<file path="src/hdl/cfpr_pkg.sv">
// constants shared by the cpu frequency program register block
package cfpr_pkg;

    // ==========================================================
    // byte offsets of the control bytes
    localparam logic [7:0] CFPR_OFS_RCV_N = 8'h0B;
    localparam logic [7:0] CFPR_OFS_RCV_M = 8'h0C;
    localparam logic [7:0] CFPR_OFS_CPU_N = 8'h0D;
    localparam logic [7:0] CFPR_OFS_CPU_M = 8'h0E;
    localparam logic [7:0] CFPR_OFS_TEST = 8'h0F;
    localparam logic [7:0] CFPR_OFS_RSVD_A = 8'h10;
    localparam logic [7:0] CFPR_OFS_RSVD_B = 8'h11;

    // ==========================================================
    // field positions
    localparam int CFPR_BIT_CHOICE = 7;
    localparam int CFPR_BIT_PROG_EN = 7;
    localparam int CFPR_M_MSB = 6;
    localparam int CFPR_RATIO_MSB = 4;

    // ==========================================================
    // reset values
    localparam logic [7:0] CFPR_RST_ZERO = 8'h00;
    localparam logic [1:0] CFPR_RST_TEST = 2'h3;

    // ==========================================================
    // frequency source of the synthesizer core
    typedef enum logic [1:0]
    {
        CFPR_SRC_STRAP = 2'b00,
        CFPR_SRC_PROG = 2'b01,
        CFPR_SRC_RCV_STRAP = 2'b10,
        CFPR_SRC_RCV_PROG = 2'b11
    } cfpr_src_e;

endpackage : cfpr_pkg

</file>
<file path="src/hdl/cfpr_byte_bank.sv">
// control byte storage with write and read-back decode
`timescale 1ns/100ps
module cfpr_byte_bank
(
    // clock and reset
    input wire logic clk_i,
    input wire logic rst_n_i,
    // byte access
    input wire logic wr_i,
    input wire logic [7:0] addr_i,
    input wire logic [7:0] wdata_i,
    input wire logic lock_i,
    output logic [7:0] rdata_o,
    // stored fields
    output logic [7:0] rcv_n_o,
    output logic [7:0] rcv_m_byte_o,
    output logic [7:0] cpu_n_o,
    output logic [7:0] cpu_m_byte_o,
    output logic [1:0] test_o,
    output logic m_written_o
);
    import cfpr_pkg::*;

    logic [7:0] rcv_n_r;
    logic [7:0] rcv_m_r;
    logic [7:0] cpu_n_r;
    logic [7:0] cpu_m_r;
    logic [1:0] test_r;
    logic m_wr_r;

    // frequency bytes are frozen while recovery mode holds
    always_ff @(posedge clk_i or negedge rst_n_i)
    begin
        if (!rst_n_i)
        begin
            rcv_n_r <= CFPR_RST_ZERO;
            rcv_m_r <= CFPR_RST_ZERO;
            cpu_n_r <= CFPR_RST_ZERO;
            cpu_m_r <= CFPR_RST_ZERO;
        end
        else if (wr_i && !lock_i)
        begin
            case (addr_i)
                CFPR_OFS_RCV_N: rcv_n_r <= wdata_i;
                CFPR_OFS_RCV_M: rcv_m_r <= wdata_i;
                CFPR_OFS_CPU_N: cpu_n_r <= wdata_i;
                CFPR_OFS_CPU_M: cpu_m_r <= wdata_i;
                default: ;
            endcase
        end
    end

    always_ff @(posedge clk_i or negedge rst_n_i)
    begin
        if (!rst_n_i)
            test_r <= CFPR_RST_TEST;
        else if (wr_i && addr_i == CFPR_OFS_TEST)
            test_r <= wdata_i[1:0];
    end

    // only the m byte starts a load; n alone waits for it
    always_ff @(posedge clk_i or negedge rst_n_i)
    begin
        if (!rst_n_i)
            m_wr_r <= 1'b0;
        else
            m_wr_r <= wr_i && !lock_i && addr_i == CFPR_OFS_CPU_M;
    end

    // reserved bytes and bits read zero, writes discarded
    always_comb
    begin
        case (addr_i)
            CFPR_OFS_RCV_N: rdata_o = rcv_n_r;
            CFPR_OFS_RCV_M: rdata_o = rcv_m_r;
            CFPR_OFS_CPU_N: rdata_o = cpu_n_r;
            CFPR_OFS_CPU_M: rdata_o = cpu_m_r;
            CFPR_OFS_TEST: rdata_o = {6'h00, test_r};
            default: rdata_o = CFPR_RST_ZERO;
        endcase
    end

    assign rcv_n_o = rcv_n_r;
    assign rcv_m_byte_o = rcv_m_r;
    assign cpu_n_o = cpu_n_r;
    assign cpu_m_byte_o = cpu_m_r;
    assign test_o = test_r;
    assign m_written_o = m_wr_r;

endmodule : cfpr_byte_bank

</file>
<file path="src/hdl/cfpr_recovery_ctl.sv">
// recovery mode latch driven by watchdog time-out
`timescale 1ns/100ps
module cfpr_recovery_ctl
(
    // clock and reset
    input wire logic clk_i,
    input wire logic rst_n_i,
    // watchdog side
    input wire logic watchdog_enable_i,
    input wire logic wd_timeout_i,
    // state
    output logic recovery_o,
    output logic enter_o
);
    logic rcv_r;
    logic enter_r;

    // clearing the enable is the only way out; a time-out that
    // lands with the clear is dropped, since locking needs the enable
    always_ff @(posedge clk_i or negedge rst_n_i)
    begin
        if (!rst_n_i)
            rcv_r <= 1'b0;
        else if (wd_timeout_i && watchdog_enable_i)
            rcv_r <= 1'b1;
        else if (!watchdog_enable_i)
            rcv_r <= 1'b0;
    end

    always_ff @(posedge clk_i or negedge rst_n_i)
    begin
        if (!rst_n_i)
            enter_r <= 1'b0;
        else
            enter_r <= wd_timeout_i && watchdog_enable_i && !rcv_r;
    end

    assign recovery_o = rcv_r;
    assign enter_o = enter_r;

endmodule : cfpr_recovery_ctl

</file>
<file path="src/hdl/cpu_freq_program_regs.sv">
// control byte bank selecting the synthesizer cpu frequency source
// ==========================================================
`timescale 1ns/100ps
module cpu_freq_program_regs
    import cfpr_pkg::*;
(
    // clock and reset
    input wire logic clk_i,
    input wire logic rst_n_i,
    // host byte access
    input wire logic wr_i,
    input wire logic rd_i,
    input wire logic [7:0] addr_i,
    input wire logic [7:0] wdata_i,
    output logic [7:0] rdata_o,
    // ratio selection
    input wire logic [4:0] strap_ratio_code_i,
    input wire logic [4:0] sw_ratio_code_i,
    input wire logic ratio_override_i,
    // watchdog
    input wire logic watchdog_enable_i,
    input wire logic wd_timeout_i,
    output logic wd_start_o,
    output logic sys_reset_req_o,
    // synthesizer core
    output logic [7:0] syn_n_o,
    output logic [6:0] syn_m_o,
    output logic [4:0] syn_ratio_o,
    output cfpr_pkg::cfpr_src_e syn_src_o,
    output logic syn_load_o,
    output logic recovery_o,
    output logic [1:0] test_mode_o
);
    import cfpr_pkg::*;

    // ==========================================================
    // storage and recovery latch
    logic [7:0] bank_rdata;
    logic [7:0] rcv_n;
    logic [7:0] rcv_m_byte;
    logic [7:0] cpu_n;
    logic [7:0] cpu_m_byte;
    logic [1:0] test_bits;
    logic m_written;
    logic rcv_mode;
    logic rcv_enter;

    cfpr_byte_bank u_bank
    (
        .clk_i(clk_i),
        .rst_n_i(rst_n_i),
        .wr_i(wr_i),
        .addr_i(addr_i),
        .wdata_i(wdata_i),
        .lock_i(rcv_mode),
        .rdata_o(bank_rdata),
        .rcv_n_o(rcv_n),
        .rcv_m_byte_o(rcv_m_byte),
        .cpu_n_o(cpu_n),
        .cpu_m_byte_o(cpu_m_byte),
        .test_o(test_bits),
        .m_written_o(m_written)
    );

    cfpr_recovery_ctl u_rcv
    (
        .clk_i(clk_i),
        .rst_n_i(rst_n_i),
        .watchdog_enable_i(watchdog_enable_i),
        .wd_timeout_i(wd_timeout_i),
        .recovery_o(rcv_mode),
        .enter_o(rcv_enter)
    );

    // ==========================================================
    // source selection
    logic choice;
    logic prog_en;
    logic [7:0] n_nxt;
    logic [6:0] m_nxt;
    logic [4:0] ratio_nxt;
    cfpr_src_e src_nxt;

    assign choice = rcv_m_byte[CFPR_BIT_CHOICE];
    assign prog_en = cpu_m_byte[CFPR_BIT_PROG_EN];

    always_comb
    begin
        // ratio never follows recovery: override alone picks it
        ratio_nxt = ratio_override_i ? sw_ratio_code_i
                                     : strap_ratio_code_i;
        n_nxt = cpu_n;
        m_nxt = cpu_m_byte[CFPR_M_MSB:0];
        src_nxt = CFPR_SRC_STRAP;
        if (rcv_mode)
        begin
            if (choice)
            begin
                n_nxt = rcv_n;
                m_nxt = rcv_m_byte[CFPR_M_MSB:0];
                src_nxt = CFPR_SRC_RCV_PROG;
            end
            else
            begin
                src_nxt = CFPR_SRC_RCV_STRAP;
            end
        end
        else if (prog_en)
        begin
            src_nxt = CFPR_SRC_PROG;
        end
    end

    // ==========================================================
    // core n, m and source words are updated only at a load so they stay stable; ratio is registered every cycle
    logic load_nxt;
    logic [7:0] n_r;
    logic [6:0] m_r;
    logic [4:0] ratio_r;
    cfpr_src_e src_r;
    logic load_r;

    assign load_nxt = rcv_enter || (m_written && !rcv_mode);

    always_ff @(posedge clk_i or negedge rst_n_i)
    begin
        if (!rst_n_i)
        begin
            n_r <= CFPR_RST_ZERO;
            m_r <= 7'h00;
            src_r <= CFPR_SRC_STRAP;
        end
        else if (load_nxt)
        begin
            n_r <= n_nxt;
            m_r <= m_nxt;
            src_r <= src_nxt;
        end
    end

    always_ff @(posedge clk_i or negedge rst_n_i)
    begin
        if (!rst_n_i)
            ratio_r <= 5'h00;
        else
            ratio_r <= ratio_nxt;
    end

    always_ff @(posedge clk_i or negedge rst_n_i)
    begin
        if (!rst_n_i)
            load_r <= 1'b0;
        else
            load_r <= load_nxt;
    end

    // ==========================================================
    // watchdog start and system reset request
    logic wd_start_r;
    logic sys_rst_r;

    // a programmed change counts as a frequency change
    always_ff @(posedge clk_i or negedge rst_n_i)
    begin
        if (!rst_n_i)
            wd_start_r <= 1'b0;
        else
            wd_start_r <= load_nxt && !rcv_enter && watchdog_enable_i;
    end

    always_ff @(posedge clk_i or negedge rst_n_i)
    begin
        if (!rst_n_i)
            sys_rst_r <= 1'b0;
        else
            sys_rst_r <= rcv_enter;
    end

    // ==========================================================
    // read data is registered to keep outputs on flip-flops
    logic [7:0] rdata_r;
    logic rcv_r;
    logic [1:0] test_r;

    always_ff @(posedge clk_i or negedge rst_n_i)
    begin
        if (!rst_n_i)
            rdata_r <= CFPR_RST_ZERO;
        else if (rd_i)
            rdata_r <= bank_rdata;
    end

    always_ff @(posedge clk_i or negedge rst_n_i)
    begin
        if (!rst_n_i)
        begin
            rcv_r <= 1'b0;
            test_r <= CFPR_RST_TEST;
        end
        else
        begin
            rcv_r <= rcv_mode;
            test_r <= test_bits;
        end
    end

    assign rdata_o = rdata_r;
    assign syn_n_o = n_r;
    assign syn_m_o = m_r;
    assign syn_ratio_o = ratio_r;
    assign syn_src_o = src_r;
    assign syn_load_o = load_r;
    assign recovery_o = rcv_r;
    assign test_mode_o = test_r;
    assign wd_start_o = wd_start_r;
    assign sys_reset_req_o = sys_rst_r;

endmodule : cpu_freq_program_regs

</file>
<file path="config.mk">
export PLATFORM = sky130hd
export DESIGN_NAME = cpu_freq_program_regs
export DESIGN_NICKNAME = d
export VERILOG_FILES = /design/src/hdl/cfpr_pkg.sv /design/src/hdl/cfpr_byte_bank.sv /design/src/hdl/cfpr_recovery_ctl.sv /design/src/hdl/cpu_freq_program_regs.sv
export SDC_FILE = /design/constraint.sdc
export NUM_CORES = 1
export LEC_CHECK = 0
export BUFFER_PORTS_ARGS = -buffer_cell sky130_fd_sc_hd__buf_2
export CAP_MARGIN = 20
export CORE_MARGIN = 2
export CORE_UTILIZATION = 60
export CTS_BUF_LIST = sky130_fd_sc_hd__clkbuf_8
export CTS_CLUSTER_DIAMETER = 50
export DETAILED_ROUTE_END_ITERATION = 8
export GPL_TIMING_DRIVEN = 0
export PLACE_DENSITY_LB_ADDON = 0.08
export SLEW_MARGIN = 0
export SYNTH_ARGS = -nofsm -noshare
export SYNTH_HDL_FRONTEND = slang
export SYNTH_SLANG_ARGS = --single-unit
</file>
<file path="constraint.sdc">
create_clock -name clk_i -period 2.9 [get_ports clk_i]
set_input_delay 0.145 -clock clk_i [delete_from_list [all_inputs] [get_ports clk_i]]
set_output_delay 0.145 -clock clk_i [all_outputs]
set_load 0.05 [all_outputs]
</file>
==> results.toml, run 1 <==
[sta]
worst_slew_pin_slew_ns = 0.8953
rsz0062_at_grt = "no"
slew_headroom = 0.4032
drv_slew = 0
setup_viol = 0
fin_crit_ns = 1.896
post-route-period-util = 0.6538
whs_ns = 0.02900
fmax_mhz = 527.4
hold_viol = 0
fin_setup_tns_ns = 0
clock_skew_ns = 0.005807

[critical_path]
cpMaxStageDelayCell = "dfrtp_1"
crit_fanout = 10
rr_worst_depth = 4
worstPathArrival_ns = 2.10
required_ns = 3.10
endpoint_kind = "flip-flop"
crit_type = "flip-flop to flip-flop"
slowest_delay_ns = 0.49
cp-start-kind = "flip-flop"
reg2reg_from = "u_rcv.recovery_o"
r2r_end = "syn_n_o[6]"
reg2reg_setup_slack_ns = 1.00
path_cells = "nand2_1 > buf_2 > mux2i_1 > o21ai_0"

[synth]
synthArstFlopShare = 1.000
synth_nets = 277
yosys_register_bits = 73
synth_top_cell_by_area = "dfrtp_1"
ys_warn_count = 0
synth_ff_type = "dfrtp_1"
synth-edff-count = 0
synth_top_area_frac = 0.5457
netlist_instances = 244
post-synth-top-count-cell = "dfrtp_1"
synth_area_leaders = "dfrtp_1 (55%), mux2_2 (14%), mux2i_1 (7.3%), dfstp_2 (3.3%), o21ai_0 (2.5%)"
synth-seq-area-share = 0.5789
netlist_area_um2 = 3164
syn_area_per_cell_um2 = 12.97
synth_common_cells = "dfrtp_1 (69), mux2_2 (39), mux2i_1 (23)"
synth_cell_types = 34

[route]
num_vias = 2208
remaining_drc_errors = 0
wl_met2_um = 3399
top_layer_used = "met4"
drt_iter0_markers = 169
via_per_inst = 5.534
wl_met3_um = 191
drt_wl_total_um = 6560
met1Wirelength_um = 2853
dr.pass1.iters = 4
wl_per_cell_um = 16.44
ant_nets = 0

[flow_run]
cap_violations = 0

[power_and_ir_drop]
p_total_mw = 2.059
p_leak_nw = 2.013
ir_drop_mv = 0.3237
cellPowerDensity_nw_per_um2 = 544.4

[global_route]
grt_max_degree = 74
overflow = 0
grt_pass1_vias = 2146
antenna_found_initial = 0
grt_pass1_wl_um = 10480
grt_use_total = 0.2370

[floorplan]
start_util = 0.6195
core_um2 = 5107
die_height_um = 76.62
die_w_um = 76.62
num_rows = 26
die_area_um2 = 5871
io_pins = 69

[cells_and_area]
design_area_um2 = 3781
drive_above_1_share = 0.4012
area_delta_synth_final_pct = 19.49
n_antenna_cell = 0
nets = 357

[clock_tree]
cts_setup_buffers = 0
cts-root-buf = "clkbuf_8"
clk_latency_ns = 0.34
clock_path_buffers = 2
clock_sinks = 73
path_clk_slew_ns = 0.07
cts_tree = "built"
cts_max_level = 3
numCtsBuffers = 9

[placed_design]
gp_congestion = 0.7385
port_buffers = 68
place_area_um2 = 3595
hpwl_um = 4530

[worst_hold_path]
hp-start = "wd_timeout_i"
hold_depth = 2
hp-class = "input port to flip-flop"
min_to = "u_rcv.recovery_o"

[run_status]
status = "complete, no violations"
==> area by class of cell <==
type | count | area (µm²)
Multi-Input combinational cell | 150 | 1227
Tap cell | 70 | 87.58
Clock buffer | 9 | 123.9
Buffer | 11 | 67.56
Fill cell | 382 | 1326
Clock inverter | 7 | 52.55
Sequential cell | 73 | 1832
Timing Repair Buffer | 69 | 352.8
Inverter | 10 | 37.54
==> report_power, final <==
group / internal [mW] / leakage, nW / switching (mW)
Clock: 0.380 / 0.111 / 0.347
Sequential: 1.06 / 0.980 / 0.0254
Combinational: 0.0779 / 0.922 / 0.168
Total: 1.52 / 2.01 / 0.540
==> per-layer routing <==
layer,track usage,up-vias
met4,0.1091,0
met3,0.04384,9
met1,0.2994,1110
li1,-,1042
met2,0.3982,47
met5,0,-
==> placed cells by master (no fill, tap or decap), types with 4 or more instances in the layout <==
cell	instances
clkbuf_1	7
dfstp_2	4
o21a_1	7
a32oi_1	6
o21ai_0	16
mux2i_1	23
clkbuf_8	10
mux2_2	39
dfrtp_1	69
nand2_1	19
inv_1	16
o22ai_1	6
buf_2	68
==> cell families (layout without fill, tap and decap cells) <==
group / after synthesis / after routing / share of synthesized area
AO/OA/AOI/OAI: 45 / 45 / 0.09371
buffers and inverters: 21 / 106 / 0.03321
flip-flops: 73 / 73 / 0.5789
multiplexers: 62 / 62 / 0.2115
AND/OR/NAND/NOR: 43 / 43 / 0.08264
==> worst max-delay path by stage <==
stage,cells after the start,endpoint,slack [ns],start
2_1_floorplan,4,u_bank.cpu_n_o[0],1.22,addr_i[7]
3_5_place_dp,5,u_bank.rcv_n_o[0],0.93,addr_i[7]
4_1_cts,4,syn_n_o[6],1.04,u_rcv.recovery_o
6_report,4,syn_n_o[6],1.00,u_rcv.recovery_o
3_3_place_gp,5,u_bank.rcv_m_byte_o[2],0.95,addr_i[7]
5_1_grt,4,syn_n_o[2],0.94,u_rcv.recovery_o
==> flip-flops by register name (all words and copies together), names as in the netlist, 2 cells and up <==
register,cells
syn_m_o,7
syn_n_o,8
test_mode_o,2
u_bank.cpu_m_byte_o,8
u_bank.rcv_n_o,8
u_bank.rcv_m_byte_o,8
rdata_o,8
syn_src_o,2
u_bank.test_o,2
syn_ratio_o,5
u_bank.cpu_n_o,8
==> through the flow <==
step / std cells / setup slack [ns] / util
global route: 399 / 0.9391 / 0.7403
global placement: 382 / 0.9531 / 0.7033
floorplan: 244 / 1.222 / -
CTS: 399 / 1.042 / 0.7403
detailed placement: 382 / 0.9293 / 0.7038
finish: 399 / 1.004 / 0.7403
==> critical path, delay by kind of cell (launching register included) <==
kind / cells / cell delay (ns)
mux: 1 / 0.35
compound gates: 1 / 0.12
flops: 1 / 0.49
simple gates: 1 / 0.40
buf+inv: 1 / 0.40
==> repair_timing <==
item / CTS / global route
gates resized for setup: 0 / 0
hold buffers: 1 / 0
endpoints found under the hold margin: 69 / 0
No activity file was read; power rests on OpenSTA's default activity.
==> run 2: changes to the inputs <==
CORE_UTILIZATION = 51   (was 60)
clock period = 1.7 ns   (was 2.9 ns; I/O delays follow)
==> results.toml, run 2 (synthesized netlist as in run 1, its figures left out) <==
[power_and_ir_drop]
p_clk_frac = 0.367
cellPowerDensity_nw_per_um2 = 923.2
power.share.combinational = 0.125
p_total_mw = 3.648
ir_drop_mv = 0.6080
p_leak_nw = 2.082
power.switching_mw = 0.9824
power_switching_share = 0.2693
power_frac_seq = 0.508
intPower_mw = 2.666

[sta]
hold_viol = 0
worst_slew_pin_slew_ns = 0.9075
fmax_mhz = 638.4
slew_headroom = 0.3950
setup_viol = 0
post-route-period-util = 0.9214
fin_setup_tns_ns = 0
rsz0062_at_grt = "no"
fin_crit_ns = 1.566
drv_slew = 0
clock_skew_ns = 0.004040

[floorplan]
die_height_um = 82.77
die_area_um2 = 6851
num_rows = 28
die_w_um = 82.77
start_util = 0.5313
io_pins = 69
core_um2 = 5956

[critical_path]
reg2reg_from = "u_rcv.recovery_o"
rr_worst_depth = 4
endpoint_kind = "flip-flop"
reg2reg_setup_slack_ns = 0.13
cp-start-kind = "flip-flop"
crit_fanout = 8
worstPathArrival_ns = 1.80
crit_type = "flip-flop to flip-flop"
crit_path_start = "u_rcv.recovery_o"
crit_path_end = "u_bank.cpu_n_o[1]"
r2r_end = "u_bank.cpu_n_o[1]"
required_ns = 1.93

[clock_tree]
clock_sinks = 73
clock_path_buffers = 2
numCtsBuffers = 9
clk_latency_ns = 0.34
cts-root-buf = "clkbuf_8"
cts_max_level = 3
cts_tree = "built"
path_clk_slew_ns = 0.08

[route]
dr.pass1.iters = 4
drt_wl_total_um = 7156
wl_per_cell_um = 17.12
remaining_drc_errors = 0
num_vias = 2268
via_per_inst = 5.426
ant_nets = 0
drt_iter0_markers = 113

[cells_and_area]
num-fill-cells = 470
layout_common_cells = "dfrtp_1 (69), buf_2 (67), mux2_2 (39)"
fin_cells = 418
area_delta_synth_final_pct = 24.87
seqCellArea_um2 = 1832
n_antenna_cell = 0
multiInputGateArea_um2 = 1234
drive_above_1_share = 0.4082
layout_commonest_cell = "dfrtp_1"
nets = 371

[placed_design]
hpwl_um = 4809
gp_congestion = 0.7253
port_buffers = 68
dp_cells = 387

[global_route]
grt_max_degree = 74
grt_pass1_vias = 2282
grt_pass1_wl_um = 11380
grt_use_total = 0.2330
overflow = 0
antenna_found_initial = 0

[flow_run]
cap_violations = 0

[worst_hold_path]
hp-class = "input port to flip-flop"

[run_status]
status = "complete, no violations"
[run 2: layout make-up]
class / count / area share
Multi-Input combinational cell: 150 / 0.3122
Buffer: 11 / 0.01868
Sequential cell: 73 / 0.4636
Timing Repair Buffer: 83 / 0.1241
Tap cell: 75 / 0.02375
Clock buffer: 10 / 0.03483
Clock inverter: 6 / 0.01330
Inverter: 10 / 0.009500
[run 2: stage by stage]
stage | instance area (µm²) | util | setup slack [ns] | hold slack (ns)
4_1_cts | 3945 | 0.6624 | 0.009485 | 0.01304
3_3_place_gp | 3598 | 0.6042 | -0.2172 | 0.3063
6_report | 3951 | 0.6634 | 0.1337 | 0.01275
3_5_place_dp | 3601 | 0.6046 | -0.2547 | 0.2739
2_1_floorplan | 3164 | - | 0.08244 | -0.2106
5_1_grt | 3951 | 0.6634 | 0.05601 | 0.02094
[run 2: worst min-delay path by stage]
stage | from | to | cells past startpoint | slack, ns
6_report | wdata_i[3] | u_bank.rcv_n_o[3] | 2 | 0.01
4_1_cts | wdata_i[3] | u_bank.rcv_n_o[3] | 2 | 0.01
3_3_place_gp | wd_timeout_i | u_rcv.recovery_o | 2 | 0.31
2_1_floorplan | rst_n_i | rdata_o[0] | 0 | -0.21
3_5_place_dp | rst_n_i | wd_start_o | 1 | 0.27
5_1_grt | wdata_i[2] | u_bank.rcv_n_o[2] | 2 | 0.02
[run 2: critical path, stage by stage, from the launching register on]
cell and delay [ns]:
dfrtp_1 0.50, nor4b_4 0.25, buf_4 0.19, nand2_2 0.18, mux2_2 0.33
[run 2: metal layers]
metal / share of wire / GRT usage
met5: 0 / 0
met3: 0.035 / 0.04437
met4: 0.020 / 0.08525
met1: 0.42 / 0.2973
met2: 0.52 / 0.3960
[run 2: what timing repair did]
action,in CTS,in global routing
endpoints found under the setup margin,43,17
cloned,0,0
hold buffers,14,0
endpoints found under the hold margin,76,0
pin swaps,1,0
buffers inserted,1,0
resized for setup,3,5
[run 2: power groups by stage]
stage	registers [mW]	clock network, mW	logic (mW)
finish	1.85	1.34	0.456
detailed placement	1.89	0	0.425
global route	1.86	1.42	0.492
CTS	1.85	1.34	0.457
global placement	1.88	0	0.418
floorplan	2.01	0	0.127
==> run 3: changes to the inputs <==
--- a/config.mk
+++ b/config.mk
@@ -15,2 +15,3 @@
 export GPL_TIMING_DRIVEN = 0
+export MAX_ROUTING_LAYER = met4
 export PLACE_DENSITY_LB_ADDON = 0.08
==> constraint.sdc (replaced) <==
create_clock -name clk_i -period 1.7 [get_ports clk_i]
set_input_delay 0.51 -clock clk_i [delete_from_list [all_inputs] [get_ports clk_i]]
set_output_delay 0.51 -clock clk_i [all_outputs]
set_load 0.05 [all_outputs]
==> results.toml, run 3 (synthesized netlist as in run 1, its figures left out) <==
[run_status]
status = "finished, violations left"
violations = "negative setup slack"

[clock_tree]
clock_path_buffers = 2
cts-root-buf = "clkbuf_8"
clk_latency_ns = 0.35
path_clk_slew_ns = 0.07
cts_max_level = 3
clock_sinks = 73
holdBufCountCts = 0
cts_tree = "built"
numCtsBuffers = 9

[sta]
worst_slew_pin_slew_ns = 0.6880
fmax_mhz = 559.0
rsz0062_at_grt = "yes"
clock_skew_ns = 0.005415
setup_viol = 39
post-route-period-util = 1.052
hold_viol = 0
worst_slack_ns = -0.08883
drv_slew = 0
fin_crit_ns = 1.789
slew_headroom = 0.5413

[global_route]
grt_pass1_wl_um = 11640
antenna_found_initial = 0
overflow = 0
grt_use_total = 0.2497
grt_max_degree = 40
grt_pass1_vias = 2257

[cells_and_area]
nets = 360
layout_commonest_cell = "dfrtp_1"
num-fill-cells = 485
drive_above_1_share = 0.4669
layout_common_cells = "dfrtp_1 (69), buf_2 (66), mux2_2 (38)"
fin_cells = 407
design_area_um2 = 3965
multiInputGateArea_um2 = 1318
seqCellArea_um2 = 1832
area_delta_synth_final_pct = 25.31
n_antenna_cell = 0

[power_and_ir_drop]
power_switching_share = 0.2641
power.share.combinational = 0.119
power_frac_seq = 0.498
power.switching_mw = 0.9818
p_leak_nw = 2.105
intPower_mw = 2.736
cellPowerDensity_nw_per_um2 = 937.7
ir_drop_mv = 0.5808
p_total_mw = 3.718
p_clk_frac = 0.383

[route]
drt_iter0_markers = 136
remaining_drc_errors = 0
via_per_inst = 5.459
ant_nets = 0
num_vias = 2222
dr.pass1.iters = 4
drt_wl_total_um = 7380
wl_per_cell_um = 18.13

[critical_path]
reg2reg_setup_slack_ns = 0.12
cp-start-kind = "input port"
worstPathArrival_ns = 2.03
rr_worst_depth = 4
crit_type = "input port to flip-flop"
endpoint_kind = "flip-flop"
crit_fanout = 5
required_ns = 1.94

[floorplan]
num_rows = 28
start_util = 0.5313
core_um2 = 5956
io_pins = 69
die_w_um = 82.77
die_area_um2 = 6851
die_height_um = 82.77

[placed_design]
place_area_um2 = 3631
hpwl_um = 4945
dp_cells = 388
gp_congestion = 0.7427
port_buffers = 68

[flow_run]
cap_violations = 0

[worst_hold_path]
hp-class = "input port to async pin"
==> run 3: changes by cell type in the layout (fill, tap and decap cells not counted), moves of 3 or more <==
cell and change:
o22ai_1 -6, o22ai_2 +6, nand2_4 +3, nand2_2 -3, inv_1 -3, buf_6 +3
dlygate4sd3_1 -14
==> run 3: area by class of cell <==
cell class | count | area share
multi-input cells | 151 | 0.3323
well taps | 75 | 0.02367
clock buffers | 12 | 0.04165
inverters | 10 | 0.009467
flip-flops and latches | 73 | 0.4620
plain buffers | 11 | 0.02146
clock inverters | 4 | 0.01073
repair buffers | 71 | 0.09877
==> run 3: final timing paths <==
path	start	end
max reg2reg	u_rcv.recovery_o	u_bank.cpu_m_byte_o[7]
min in group clk_i	u_bank.test_o[1]	test_mode_o[1]
max	addr_i[7]	u_bank.cpu_m_byte_o[7]
max in group asynchronous	rst_n_i	u_bank.test_o[1]
min reg2reg	u_bank.test_o[1]	test_mode_o[1]
min	rst_n_i	sys_reset_req_o
==> run 3: timing repair <==
action | in CTS | in global routing
buffers inserted | 2 | 1
endpoints found under the setup margin | 55 | 56
gates cloned | 1 | 0
gates resized for setup | 20 | 4
pin swaps | 1 | 1
==> run 3: worst max-delay path, cell delays in order <==
cell	delay [ns]
buf_6	0.09
or4b_4	0.55
nor4b_4	0.23
buf_6	0.19
nand3_4	0.13
mux2_4	0.33
==> run 3: layer usage <==
| metal | up-vias | GRT usage | share of wire |
|---|---|---|---|
| met5 | - | - | 0 |
| met4 | 0 | 0.1082 | 0.016 |
| met3 | 9 | 0.04545 | 0.026 |
| met2 | 38 | 0.4008 | 0.51 |
| met1 | 1125 | 0.3124 | 0.44 |
| li1 | 1050 | - | - |
==> run 3: per-stage QoR <==
stage	setup TNS (ns)	utilization	hold slack, ns	setup slack (ns)
2_1_floorplan	-12.73	-	0.2144	-0.3405
3_3_place_gp	-44.97	0.6059	0.3651	-0.6180
3_5_place_dp	-24.80	0.6097	0.3628	-0.6594
4_1_cts	-2.719	0.6643	0.1100	-0.1077
5_1_grt	-3.847	0.6658	0.1248	-0.1463
6_report	-1.834	0.6658	0.09331	-0.08883
==> run 3: power by group through the flow <==
stage          registers (mW)  clock network [mW]  logic, mW
5_1_grt                  1.86                1.53      0.478
3_3_place_gp             1.88                   0      0.420
3_5_place_dp             1.88                   0      0.433
4_1_cts                  1.85                1.44      0.447
2_1_floorplan            2.01                   0      0.128
6_report                 1.85                1.42      0.443
